File: config.mk
export PLATFORM = sky130hd
export DESIGN_NAME = tx_rx_list_status_logic
export DESIGN_NICKNAME = d
export VERILOG_FILES = /design/src/common/tx_rx_list_pkg.sv /design/src/tx_rx_list_status_logic.sv
export SDC_FILE = /design/constraint.sdc
export NUM_CORES = 1
export LEC_CHECK = 0
export BUFFER_PORTS_ARGS = -buffer_cell sky130_fd_sc_hd__buf_4
export CAP_MARGIN = 20
export CORE_MARGIN = 10
export CORE_UTILIZATION = 52
export DETAILED_ROUTE_END_ITERATION = 7
export GPL_TIMING_DRIVEN = 0
export PLACE_DENSITY = 0.78
export RECOVER_POWER = 50
export SLEW_MARGIN = 20
export SYNTH_ARGS = -nofsm -noshare
export SYNTH_HDL_FRONTEND = slang
export SYNTH_SLANG_ARGS = --single-unit
File: constraint.sdc
create_clock -name clock -period 8 [get_ports clock]
set_input_delay 0.8 -clock clock [delete_from_list [all_inputs] [get_ports clock]]
set_output_delay 0.8 -clock clock [all_outputs]
set_load 0.01 [all_outputs]
File: src/common/tx_rx_list_pkg.sv
// Constants for the descriptor-list status and command logic
// Function
// - Finishing or halting a send chain sets status bit 0; new command needed.
// - Command-done and frame-done never appear together in one status word.
// - Frame-done bit 1 after an interrupt-requesting frame; pointer names last frame.
// - Descriptor error sets bit 2, cause bits 8-14, ends chain, points frame start.
// - List error posts last, leaves descriptors untouched, carries no done flag.
// - Bit 8 for length mismatch, length below 15 plus routing, or zero length.
// - Bit 9 when length exceeds (buffer size minus 8) times buffer count.
// - Bit 10 for odd next link on a descriptor without end of frame.
// - Bit 11 for a start flag where unexpected, or missing where expected.
// - Bit 12 when the requested access priority is not allowed.
// - Bit 13 for management frame with source class zero or attention above one.
// - Bit 14 when frame control bit 0 is one.
// - Halt (0005) stops active chain, purges, posts status; idle halt is ignored.
// - Halt completion raises command interrupt with command word 0004 and pointer.
// - Receive command rejected when not open, already active, or misaligned.
// - With padding selected, routing field passed to host padded to 18 bytes.
// - State word written only at frame start/end; odd link waits for continue.
// - Descriptor used only once its valid bit 0 is set.
// - Request bit 4 on frame start interrupts the host after the frame.
// - Request bit 5 interrupts after the frame and suspends until continue.
// - Request bit 6 with external match passes the check sequence to the host.
// - Status words and pointer are written before the transmit interrupt.
`default_nettype none
package tx_rx_list_pkg;
  localparam logic [15:0] CMD_SEND   = 16'h0004;
  localparam logic [15:0] CMD_HALT   = 16'h0005;
  localparam logic [15:0] CMD_RECV   = 16'h0006;
  localparam logic [15:0] CMD_REJECT = 16'h0002;
  localparam int TXS_CMD_DONE = 0;
  localparam int TXS_FRM_DONE = 1;
  localparam int TXS_LIST_ERR = 2;
  localparam int TXS_SIZE     = 8;
  localparam int TXS_THRESH   = 9;
  localparam int TXS_ODD      = 10;
  localparam int TXS_FRAMING  = 11;
  localparam int TXS_PRIO     = 12;
  localparam int TXS_MGMT     = 13;
  localparam int TXS_BAD_FC   = 14;
  localparam int RXQ_VALID    = 0;
  localparam int RXQ_INT      = 4;
  localparam int RXQ_WAIT     = 5;
  localparam int RXQ_PASS_FCS = 6;
  localparam logic [15:0] MIN_HDR_BYTES = 16'h000F;
  localparam logic [15:0] BUF_OVERHEAD  = 16'h0008;
  localparam logic [4:0]  PAD_ROUTE_LEN = 5'h12;
  localparam logic [7:0] OFF_CTRL   = 8'h00;
  localparam logic [7:0] OFF_BUFCFG = 8'h04;
  localparam logic [7:0] OFF_HCMD   = 8'h08;
  localparam logic [7:0] OFF_HARG0  = 8'h0C;
  localparam logic [7:0] OFF_HARG1  = 8'h10;
  localparam logic [7:0] OFF_ACMD   = 8'h14;
  localparam logic [7:0] OFF_AARG0  = 8'h18;
  localparam logic [7:0] OFF_AARG1  = 8'h1C;
  localparam logic [7:0] OFF_AARG2  = 8'h20;
  localparam logic [7:0] OFF_STATE  = 8'h24;
  localparam logic [15:0] RST_WORD  = 16'h0000;
  typedef enum logic [2:0] {
    S_IDLE = 3'b001,
    S_TXI  = 3'b010,
    S_CMDI = 3'b100
  } post_state_t;
endpackage
`default_nettype wire

File: src/tx_rx_list_status_logic.sv
// Descriptor-list command, transmit status and receive request logic
`default_nettype none
module tx_rx_list_status_logic (
  input  wire logic        clock,
  input  wire logic        reset_n,
  input  wire logic        ce,
  input  wire logic        hsel,
  input  wire logic [31:0] haddr,
  input  wire logic [1:0]  htrans,
  input  wire logic        hwrite,
  input  wire logic [2:0]  hsize,
  input  wire logic [31:0] hwdata,
  input  wire logic        hready,
  output logic [31:0]      hrdata,
  output logic             hreadyout,
  output logic             hresp,
  input  wire logic        td_valid,
  input  wire logic [31:0] td_addr,
  input  wire logic        td_start,
  input  wire logic        td_end,
  input  wire logic        td_link_odd,
  input  wire logic [15:0] td_frame_size,
  input  wire logic [15:0] td_seg_sum,
  input  wire logic        td_zero_size,
  input  wire logic [4:0]  td_route_len,
  input  wire logic        td_prio_ok,
  input  wire logic        td_mgmt,
  input  wire logic [3:0]  td_src_class,
  input  wire logic [3:0]  td_attn,
  input  wire logic        td_fc_bit0,
  input  wire logic        tx_sent,
  input  wire logic        tx_sent_int,
  input  wire logic [31:0] tx_sent_addr,
  input  wire logic        tx_chain_done,
  output logic             tx_go,
  output logic             tx_stop,
  output logic [31:0]      tx_list_addr,
  output logic             tx_status_irq,
  output logic             cmd_status_irq,
  output logic             rx_go,
  output logic [31:0]      rx_list_addr,
  input  wire logic [15:0] rx_req_word,
  output logic             rx_desc_ready,
  input  wire logic        rx_frame_start,
  input  wire logic        rx_ext_match,
  input  wire logic        rx_frame_done,
  input  wire logic        rx_end_wait,
  input  wire logic        rx_link_odd,
  input  wire logic        rx_continue,
  output logic             rx_wb,
  output logic             rx_status_irq,
  output logic             rx_fcs_pass,
  output logic [4:0]       rx_route_pad_len
);
  // ****************************************
  // Registers and state
  // ****************************************
  logic [1:0]  ctrl;
  logic [23:0] bufcfg;
  logic [15:0] host_block_cmd_word;
  logic [15:0] host_block_arg0;
  logic [15:0] host_block_arg1;
  logic [15:0] adapter_block_cmd_word;
  logic [15:0] adapter_block_arg0;
  logic [15:0] adapter_block_arg1;
  logic [15:0] adapter_block_arg2;
  logic        tx_active;
  logic        sent_any;
  logic        expect_start;
  logic        fd_pend;
  logic        cc_pend;
  logic        err_pend;
  logic        halt_pend;
  logic [15:0] err_word;
  logic [31:0] err_ptr;
  logic [31:0] last_ptr;
  logic [31:0] frame_ptr;
  logic        rx_active;
  logic        rx_suspended;
  logic        wb_hold;
  logic        rx_int_req;
  logic        rx_wait_req;
  logic        wr_pend;
  logic        rd_pend;
  logic [7:0]  dp_addr;
  logic [15:0] cause;
  tx_rx_list_pkg::post_state_t state;
  logic [15:0] tx_outcome_word;

  // ****************************************
  // Bus slave
  // ****************************************
  // Zero wait states: every access completes in its first data cycle
  assign hreadyout = 1'b1;
  assign hresp     = 1'b0;

  always_ff @(posedge clock or negedge reset_n) begin
    if (!reset_n) begin
      wr_pend <= 1'b0;
      rd_pend <= 1'b0;
      dp_addr <= 8'h00;
    end else if (ce && hready) begin
      wr_pend <= hsel && htrans[1] && hwrite;
      rd_pend <= hsel && htrans[1] && !hwrite;
      dp_addr <= haddr[7:0];
    end
  end

  always_comb begin
    hrdata = 32'h00000000;
    if (!rd_pend) begin
      hrdata = 32'h00000000;
    end else if (dp_addr == tx_rx_list_pkg::OFF_CTRL) begin
      hrdata = {30'h00000000, ctrl};
    end else if (dp_addr == tx_rx_list_pkg::OFF_BUFCFG) begin
      hrdata = {8'h00, bufcfg};
    end else if (dp_addr == tx_rx_list_pkg::OFF_HCMD) begin
      hrdata = {16'h0000, host_block_cmd_word};
    end else if (dp_addr == tx_rx_list_pkg::OFF_HARG0) begin
      hrdata = {16'h0000, host_block_arg0};
    end else if (dp_addr == tx_rx_list_pkg::OFF_HARG1) begin
      hrdata = {16'h0000, host_block_arg1};
    end else if (dp_addr == tx_rx_list_pkg::OFF_ACMD) begin
      hrdata = {16'h0000, adapter_block_cmd_word};
    end else if (dp_addr == tx_rx_list_pkg::OFF_AARG0) begin
      hrdata = {16'h0000, adapter_block_arg0};
    end else if (dp_addr == tx_rx_list_pkg::OFF_AARG1) begin
      hrdata = {16'h0000, adapter_block_arg1};
    end else if (dp_addr == tx_rx_list_pkg::OFF_AARG2) begin
      hrdata = {16'h0000, adapter_block_arg2};
    end else if (dp_addr == tx_rx_list_pkg::OFF_STATE) begin
      hrdata = {29'h00000000, rx_suspended, rx_active, tx_active};
    end
  end

  always_ff @(posedge clock or negedge reset_n) begin
    if (!reset_n) begin
      ctrl   <= 2'h0;
      bufcfg <= 24'h000000;
    end else if (ce && wr_pend && dp_addr == tx_rx_list_pkg::OFF_CTRL) begin
      ctrl <= hwdata[1:0];
    end else if (ce && wr_pend && dp_addr == tx_rx_list_pkg::OFF_BUFCFG) begin
      bufcfg <= hwdata[23:0];
    end
  end

  // ****************************************
  // Transmit descriptor checks
  // ****************************************
  always_comb begin
    cause = 16'h0000;
    if (td_start) begin
      cause[tx_rx_list_pkg::TXS_SIZE] = (td_frame_size != td_seg_sum) || td_zero_size ||
        (td_frame_size < tx_rx_list_pkg::MIN_HDR_BYTES + {11'h000, td_route_len});
      cause[tx_rx_list_pkg::TXS_THRESH] = 24'(td_frame_size) >
        24'((24'(bufcfg[15:0] - tx_rx_list_pkg::BUF_OVERHEAD)) * {16'h0000, bufcfg[23:16]});
      cause[tx_rx_list_pkg::TXS_PRIO] = !td_prio_ok;
      cause[tx_rx_list_pkg::TXS_MGMT] = td_mgmt && (td_src_class == 4'h0 || td_attn > 4'h1);
      cause[tx_rx_list_pkg::TXS_BAD_FC] = td_fc_bit0;
    end else begin
      cause[tx_rx_list_pkg::TXS_SIZE] = td_zero_size;
    end
    cause[tx_rx_list_pkg::TXS_ODD] = td_link_odd && !td_end;
    cause[tx_rx_list_pkg::TXS_FRAMING] = td_start != expect_start;
    if (cause != 16'h0000) begin
      cause[tx_rx_list_pkg::TXS_LIST_ERR] = 1'b1;
    end
  end

  // ****************************************
  // Commands and status posting
  // ****************************************
  assign tx_status_irq  = (state == tx_rx_list_pkg::S_TXI);
  assign cmd_status_irq = (state == tx_rx_list_pkg::S_CMDI);
  assign tx_outcome_word = adapter_block_arg0;

  always_ff @(posedge clock or negedge reset_n) begin
    if (!reset_n) begin
      state                  <= tx_rx_list_pkg::S_IDLE;
      host_block_cmd_word    <= tx_rx_list_pkg::RST_WORD;
      host_block_arg0        <= tx_rx_list_pkg::RST_WORD;
      host_block_arg1        <= tx_rx_list_pkg::RST_WORD;
      adapter_block_cmd_word <= tx_rx_list_pkg::RST_WORD;
      adapter_block_arg0     <= tx_rx_list_pkg::RST_WORD;
      adapter_block_arg1     <= tx_rx_list_pkg::RST_WORD;
      adapter_block_arg2     <= tx_rx_list_pkg::RST_WORD;
      tx_active    <= 1'b0;
      sent_any     <= 1'b0;
      expect_start <= 1'b1;
      fd_pend      <= 1'b0;
      cc_pend      <= 1'b0;
      err_pend     <= 1'b0;
      halt_pend    <= 1'b0;
      err_word     <= 16'h0000;
      err_ptr      <= 32'h00000000;
      last_ptr     <= 32'h00000000;
      frame_ptr    <= 32'h00000000;
      tx_go        <= 1'b0;
      tx_stop      <= 1'b0;
      tx_list_addr <= 32'h00000000;
      rx_go        <= 1'b0;
      rx_list_addr <= 32'h00000000;
    end else if (ce) begin
      tx_go   <= 1'b0;
      tx_stop <= 1'b0;
      rx_go   <= 1'b0;
      case (state)
        tx_rx_list_pkg::S_IDLE: begin
          // words land with the interrupt state
          if (fd_pend) begin
            adapter_block_arg0 <= 16'h0002;
            {adapter_block_arg1, adapter_block_arg2} <= last_ptr;
            fd_pend <= 1'b0;
            state   <= tx_rx_list_pkg::S_TXI;
          end else if (cc_pend) begin
            adapter_block_arg0 <= 16'h0001;
            {adapter_block_arg1, adapter_block_arg2} <= sent_any ? last_ptr : 32'h00000000;
            cc_pend <= 1'b0;
            state   <= tx_rx_list_pkg::S_TXI;
          end else if (err_pend) begin
            adapter_block_arg0 <= err_word;
            {adapter_block_arg1, adapter_block_arg2} <= err_ptr;
            err_pend <= 1'b0;
            state    <= tx_rx_list_pkg::S_TXI;
          end else if (host_block_cmd_word != 16'h0000) begin
            host_block_cmd_word <= 16'h0000;
            if (host_block_cmd_word == tx_rx_list_pkg::CMD_SEND && !tx_active) begin
              tx_active    <= 1'b1;
              sent_any     <= 1'b0;
              expect_start <= 1'b1;
              tx_go        <= 1'b1;
              tx_list_addr <= {host_block_arg0, host_block_arg1};
            end else if (host_block_cmd_word == tx_rx_list_pkg::CMD_HALT && tx_active) begin
              tx_active <= 1'b0;
              tx_stop   <= 1'b1;
              cc_pend   <= 1'b1;
              halt_pend <= 1'b1;
            end else if (host_block_cmd_word == tx_rx_list_pkg::CMD_RECV) begin
              if (!ctrl[0] || rx_active || host_block_arg1[0]) begin
                adapter_block_cmd_word <= tx_rx_list_pkg::CMD_REJECT;
                adapter_block_arg0     <= tx_rx_list_pkg::CMD_RECV;
                state                  <= tx_rx_list_pkg::S_CMDI;
              end else begin
                rx_go        <= 1'b1;
                rx_list_addr <= {host_block_arg0, host_block_arg1};
              end
            end
          end
        end
        tx_rx_list_pkg::S_TXI: begin
          if (halt_pend && adapter_block_arg0[tx_rx_list_pkg::TXS_CMD_DONE]) begin
            adapter_block_cmd_word <= tx_rx_list_pkg::CMD_SEND;
            halt_pend <= 1'b0;
            state     <= tx_rx_list_pkg::S_CMDI;
          end else begin
            state <= tx_rx_list_pkg::S_IDLE;
          end
        end
        default: begin
          state <= tx_rx_list_pkg::S_IDLE;
        end
      endcase
      // Events come after the clears so that a set in the same cycle wins
      if (td_valid && tx_active) begin
        if (cause != 16'h0000) begin
          // end chain, point at frame start
          err_word  <= cause;
          // A missing start where one was expected marks this descriptor as the frame start
          err_ptr   <= (td_start || expect_start) ? td_addr : frame_ptr;
          err_pend  <= 1'b1;
          tx_active <= 1'b0;
          tx_stop   <= 1'b1;
        end else begin
          expect_start <= td_end;
          if (td_start) begin
            frame_ptr <= td_addr;
          end
        end
      end
      if (tx_sent) begin
        sent_any <= 1'b1;
        last_ptr <= tx_sent_addr;
        if (tx_sent_int) begin
          fd_pend <= 1'b1;
        end
      end
      if (tx_chain_done && tx_active) begin
        tx_active <= 1'b0;
        cc_pend   <= 1'b1;
      end
      if (wr_pend && dp_addr == tx_rx_list_pkg::OFF_HCMD) begin
        host_block_cmd_word <= hwdata[15:0];
      end
      if (wr_pend && dp_addr == tx_rx_list_pkg::OFF_HARG0) begin
        host_block_arg0 <= hwdata[15:0];
      end
      if (wr_pend && dp_addr == tx_rx_list_pkg::OFF_HARG1) begin
        host_block_arg1 <= hwdata[15:0];
      end
    end
  end

  // ****************************************
  // Receive side
  // ****************************************
  // valid bit gates descriptor use
  assign rx_desc_ready = rx_active && !rx_suspended && rx_req_word[tx_rx_list_pkg::RXQ_VALID];
  assign rx_route_pad_len = ctrl[1] ? tx_rx_list_pkg::PAD_ROUTE_LEN : 5'h00;

  always_ff @(posedge clock or negedge reset_n) begin
    if (!reset_n) begin
      rx_active     <= 1'b0;
      rx_suspended  <= 1'b0;
      wb_hold       <= 1'b0;
      rx_int_req    <= 1'b0;
      rx_wait_req   <= 1'b0;
      rx_wb         <= 1'b0;
      rx_status_irq <= 1'b0;
      rx_fcs_pass   <= 1'b0;
    end else if (ce) begin
      rx_wb         <= 1'b0;
      rx_status_irq <= 1'b0;
      if (rx_go) begin
        rx_active    <= 1'b1;
        rx_suspended <= 1'b0;
      end
      if (rx_frame_start) begin
        rx_int_req  <= rx_req_word[tx_rx_list_pkg::RXQ_INT];
        rx_wait_req <= rx_req_word[tx_rx_list_pkg::RXQ_WAIT];
        rx_fcs_pass <= rx_req_word[tx_rx_list_pkg::RXQ_PASS_FCS] && rx_ext_match;
      end
      if (rx_continue) begin
        rx_suspended <= 1'b0;
        if (wb_hold) begin
          wb_hold <= 1'b0;
          rx_wb   <= 1'b1;
        end
      end
      if (rx_frame_done) begin
        if (rx_link_odd) begin
          wb_hold <= 1'b1;
        end else begin
          rx_wb <= 1'b1;
        end
        rx_status_irq <= rx_int_req || rx_wait_req || rx_end_wait;
        if (rx_wait_req || rx_end_wait) begin
          rx_suspended <= 1'b1;
        end
      end
    end
  end
endmodule
`default_nettype wire

==> impl_metrics.json <==
{
  "tritoncts": "built",
  "antenna_found_initial": 1,
  "cts.sinks": 317,
  "syn2layout_area_growth_pct": 25.7,
  "gp_congestion": 0.967,
  "wire_per_inst_um": 23.1,
  "grt_pass1_vias": 16400,
  "post-route-util": 0.666,
  "htreeDepth": 2,
  "drt-initial-drc-count": 1022,
  "p_clk_frac": 0.385,
  "initial_core_util": 0.530,
  "multi_input_area_um2": 11100,
  "core_um2": 36900,
  "grt_max_degree": 103,
  "clk_latency_ns": 0.57,
  "die_h_um": 214,
  "finalSetupViolCount": 72,
  "power_density_nw_per_um2": 188,
  "synth_seq_cells": 317,
  "yosysUniqueCellTypes": 80,
  "synth_xor_area_frac": 0.0220,
  "wl_mm": 61.3,
  "synth_mux_area_frac": 0.169,
  "synthSimpleGateAreaFrac": 0.103,
  "dieArea_um2": 45700,
  "cts_buffers": 36,
  "combPwrFrac": 0.208,
  "total_power_mw": 4.62,
  "synth_area_um2": 19500,
  "row_count": 70,
  "synth-edff-count": 0,
  "post-route-period-util": 1.04,
  "hold_violations": 0,
  "regArea_um2": 7940,
  "cp_slowest_stage_delay_ns": 0.58,
  "drt-pass1-iter-count": 7,
  "yosys.area.top_type": "dfrtp_1",
  "status": "finished with violations",
  "drv_slew": 221,
  "layout_common_cells": "buf_4, dfrtp_1, mux2_2, inv_1, nand2_1",
  "ys_top_cells_by_area": "dfrtp_1, mux2_2, fa_1",
  "post-dp-hpwl_mm": 45.4,
  "io_pins": 329,
  "p_sw_mw": 1.40,
  "syn_avg_cell_area_um2": 11.2,
  "grt_pass1_wl_mm": 93.8,
  "groute.usage.overall": 0.266,
  "placement.io_buffers": 265,
  "seqPwrFrac": 0.407,
  "synth_ff_type": "dfrtp_1",
  "fin_worst_skew_ns": 0.0330,
  "hold_path_class": "in -> reg",
  "layout-drive-gt1-share": 0.349,
  "cts_root_buf": "clkbuf_16",
  "violations": "capacitance limit, slew limit, setup timing",
  "syn-instance-count": 1750,
  "synth_top_family_by_area": "multiplexers",
  "p_leak_nw": 12.2,
  "whs_ns": 0.458,
  "ir_worst_vdd_mv": 0.180,
  "tns_ns": -15.74,
  "relSlewSlack": -1.95,
  "clkSlewWorstSetupHoldPaths_ns": 0.06,
  "ant_nets": 0,
  "finalNetCount": 2512,
  "crit_path_max_fanout": 7,
  "yosys.area_share.adder": 0.151,
  "period_needed_ns": 8.34,
  "required_ns": 8.45,
  "max_slew.worst_pin.slew_ns": 4.43,
  "slowest_stage": "or4b_4",
  "vias": 15200,
  "fillCellCount": 2733,
  "synth_compound_area_frac": 0.0918,
  "crit_path_end_kind": "flop",
  "die_w_um": 214,
  "clock.fmax_mhz": 120,
  "cap_violations": 3,
  "yosys_warnings": 0,
  "clockBufferDepth": 3,
  "rsz0062_at_grt": "yes",
  "viasPerCell": 5.75,
  "async_flop_share": 1.00,
  "setup_ws_ns": -0.335,
  "critPathKind": "reg -> reg",
  "drc": 0,
  "diodes": 0,
  "crit_arrival_ns": 8.78,
  "critPathLaunchType": "flop",
  "synth_top_area_frac": 0.404,
  "overflow": 0,
  "cellInternalPower_mw": 3.22,
  "swShare": 0.303,
  "yosysSeqAreaShare": 0.406,
  "crit_top_cell": "fa_1",
  "layout_commonest_cell": "buf_4"
}
-- synth_stat cells (all sizes together) (3+ instances only) --
library cell / n
a2111oi: 3
a21o: 11
a21oi: 36
a221o: 3
a221oi: 12
a222oi: 8
a22o: 25
a22oi: 39
a31oi: 6
and2: 68
and3: 9
buf: 26
clkbuf: 68
dfrtp: 315
fa: 103
ha: 71
inv: 170
mux2: 272
mux2i: 13
nand2: 170
nand2b: 12
nand3: 18
nand3b: 5
nand4: 11
nor2: 41
nor2b: 14
nor3: 16
nor4: 17
o21a: 9
o21ai: 79
o22ai: 3
o32ai: 3
or4b: 3
xnor2: 18
xor2: 31
-- path summary, 6_finish.rpt --
kind                       startpoint          endpoint  slack, ns  cells past startpoint
max                         bufcfg[7]     frame_ptr[22]      -0.34                     32
min                            hwrite           rd_pend       0.46                      2
max reg2reg                 bufcfg[7]     frame_ptr[22]      -0.34                     32
min reg2reg                     tx_go             tx_go       0.48                      1
max in group asynchronous     reset_n      last_ptr[25]       1.16                      3
min in group asynchronous     reset_n  rx_list_addr[22]       1.35                      1
-- kinds of logic (layout without fill, tap and decap cells) --
kind of cell / after synthesis / after routing
AOI/OAI and AO/OA: 262 / 262
xor gates and xnor gates: 49 / 49
adders and majority gates: 174 / 174
muxes: 285 / 285
and+or+nand+nor: 396 / 396
DFF: 317 / 317
other: 2 / 13
buffers and inverters: 265 / 652
-- power groups by stage --
| stage | registers (mW) | clock network (mW) | logic [mW] |
|---|---|---|---|
| 2_1_floorplan | 1.85 | 0 | 0.522 |
| 3_3_place_gp | 1.89 | 0 | 0.807 |
| 3_5_place_dp | 1.90 | 0 | 0.838 |
| 4_1_cts | 1.87 | 1.79 | 0.910 |
| 5_1_grt | 1.89 | 1.85 | 1.05 |
| 6_report | 1.88 | 1.78 | 0.961 |
-- critical path, delay by kind of cell, from the launching register on --
family / cells / cell delay (ns)
adder cells (fa/ha/maj): 6 / 2.57
AND/OR/NAND/NOR: 8 / 2.25
AO/OA/AOI/OAI: 8 / 1.43
buffers and inverters: 7 / 0.84
flip-flops: 1 / 0.45
XOR/XNOR: 2 / 0.38
multiplexers: 1 / 0.29
-- registers in the layout, summed over array words and instances (netlist names), 16 cells and up --
signal,flops
err_ptr,32
bufcfg,24
host_block_cmd_word,16
host_block_arg0,16
tx_list_addr,32
host_block_arg1,16
frame_ptr,32
last_ptr,32
adapter_block_arg2,16
adapter_block_arg1,16
rx_list_addr,32
-- layout make-up --
cell class / count / area share
buffer: 90 / 0.0189
clock buffer: 50 / 0.0430
clock inverter: 15 / 0.00892
inverter: 171 / 0.0265
multi-input combinational: 1179 / 0.450
sequential: 317 / 0.323
tap: 504 / 0.0257
timing repair buffer: 326 / 0.103
-- stage by stage --
stage	std cells	cell area (um2)	setup slack (ns)
floorplan	1761	19600	0.0401
global placement	2530	22200	-1.34
detailed placement	2533	22300	-1.39
CTS	2633	24300	-0.352
global route	2652	24500	-0.595
finish	2652	24500	-0.335
-- metal layers --
| layer | track usage | vias up | share of wire |
|---|---|---|---|
| met4 | 0.0983 | 2 | 0.036 |
| met2 | 0.454 | 634 | 0.49 |
| met5 | 0 | - | 0.00021 |
| li1 | - | 6739 | - |
| met3 | 0.0658 | 143 | 0.081 |
| met1 | 0.321 | 7726 | 0.39 |
-- what timing repair did --
| action | 4_1_cts | 5_1_grt |
|---|---|---|
| gates resized for setup | 84 | 45 |
| endpoints found under the setup margin | 76 | 76 |
| pin swaps | 32 | 44 |
| hold buffers | 0 | 0 |
| buffers inserted | 32 | 21 |
| gates cloned | 5 | 1 |
Note: power is estimated with default switching activity, not from simulation.
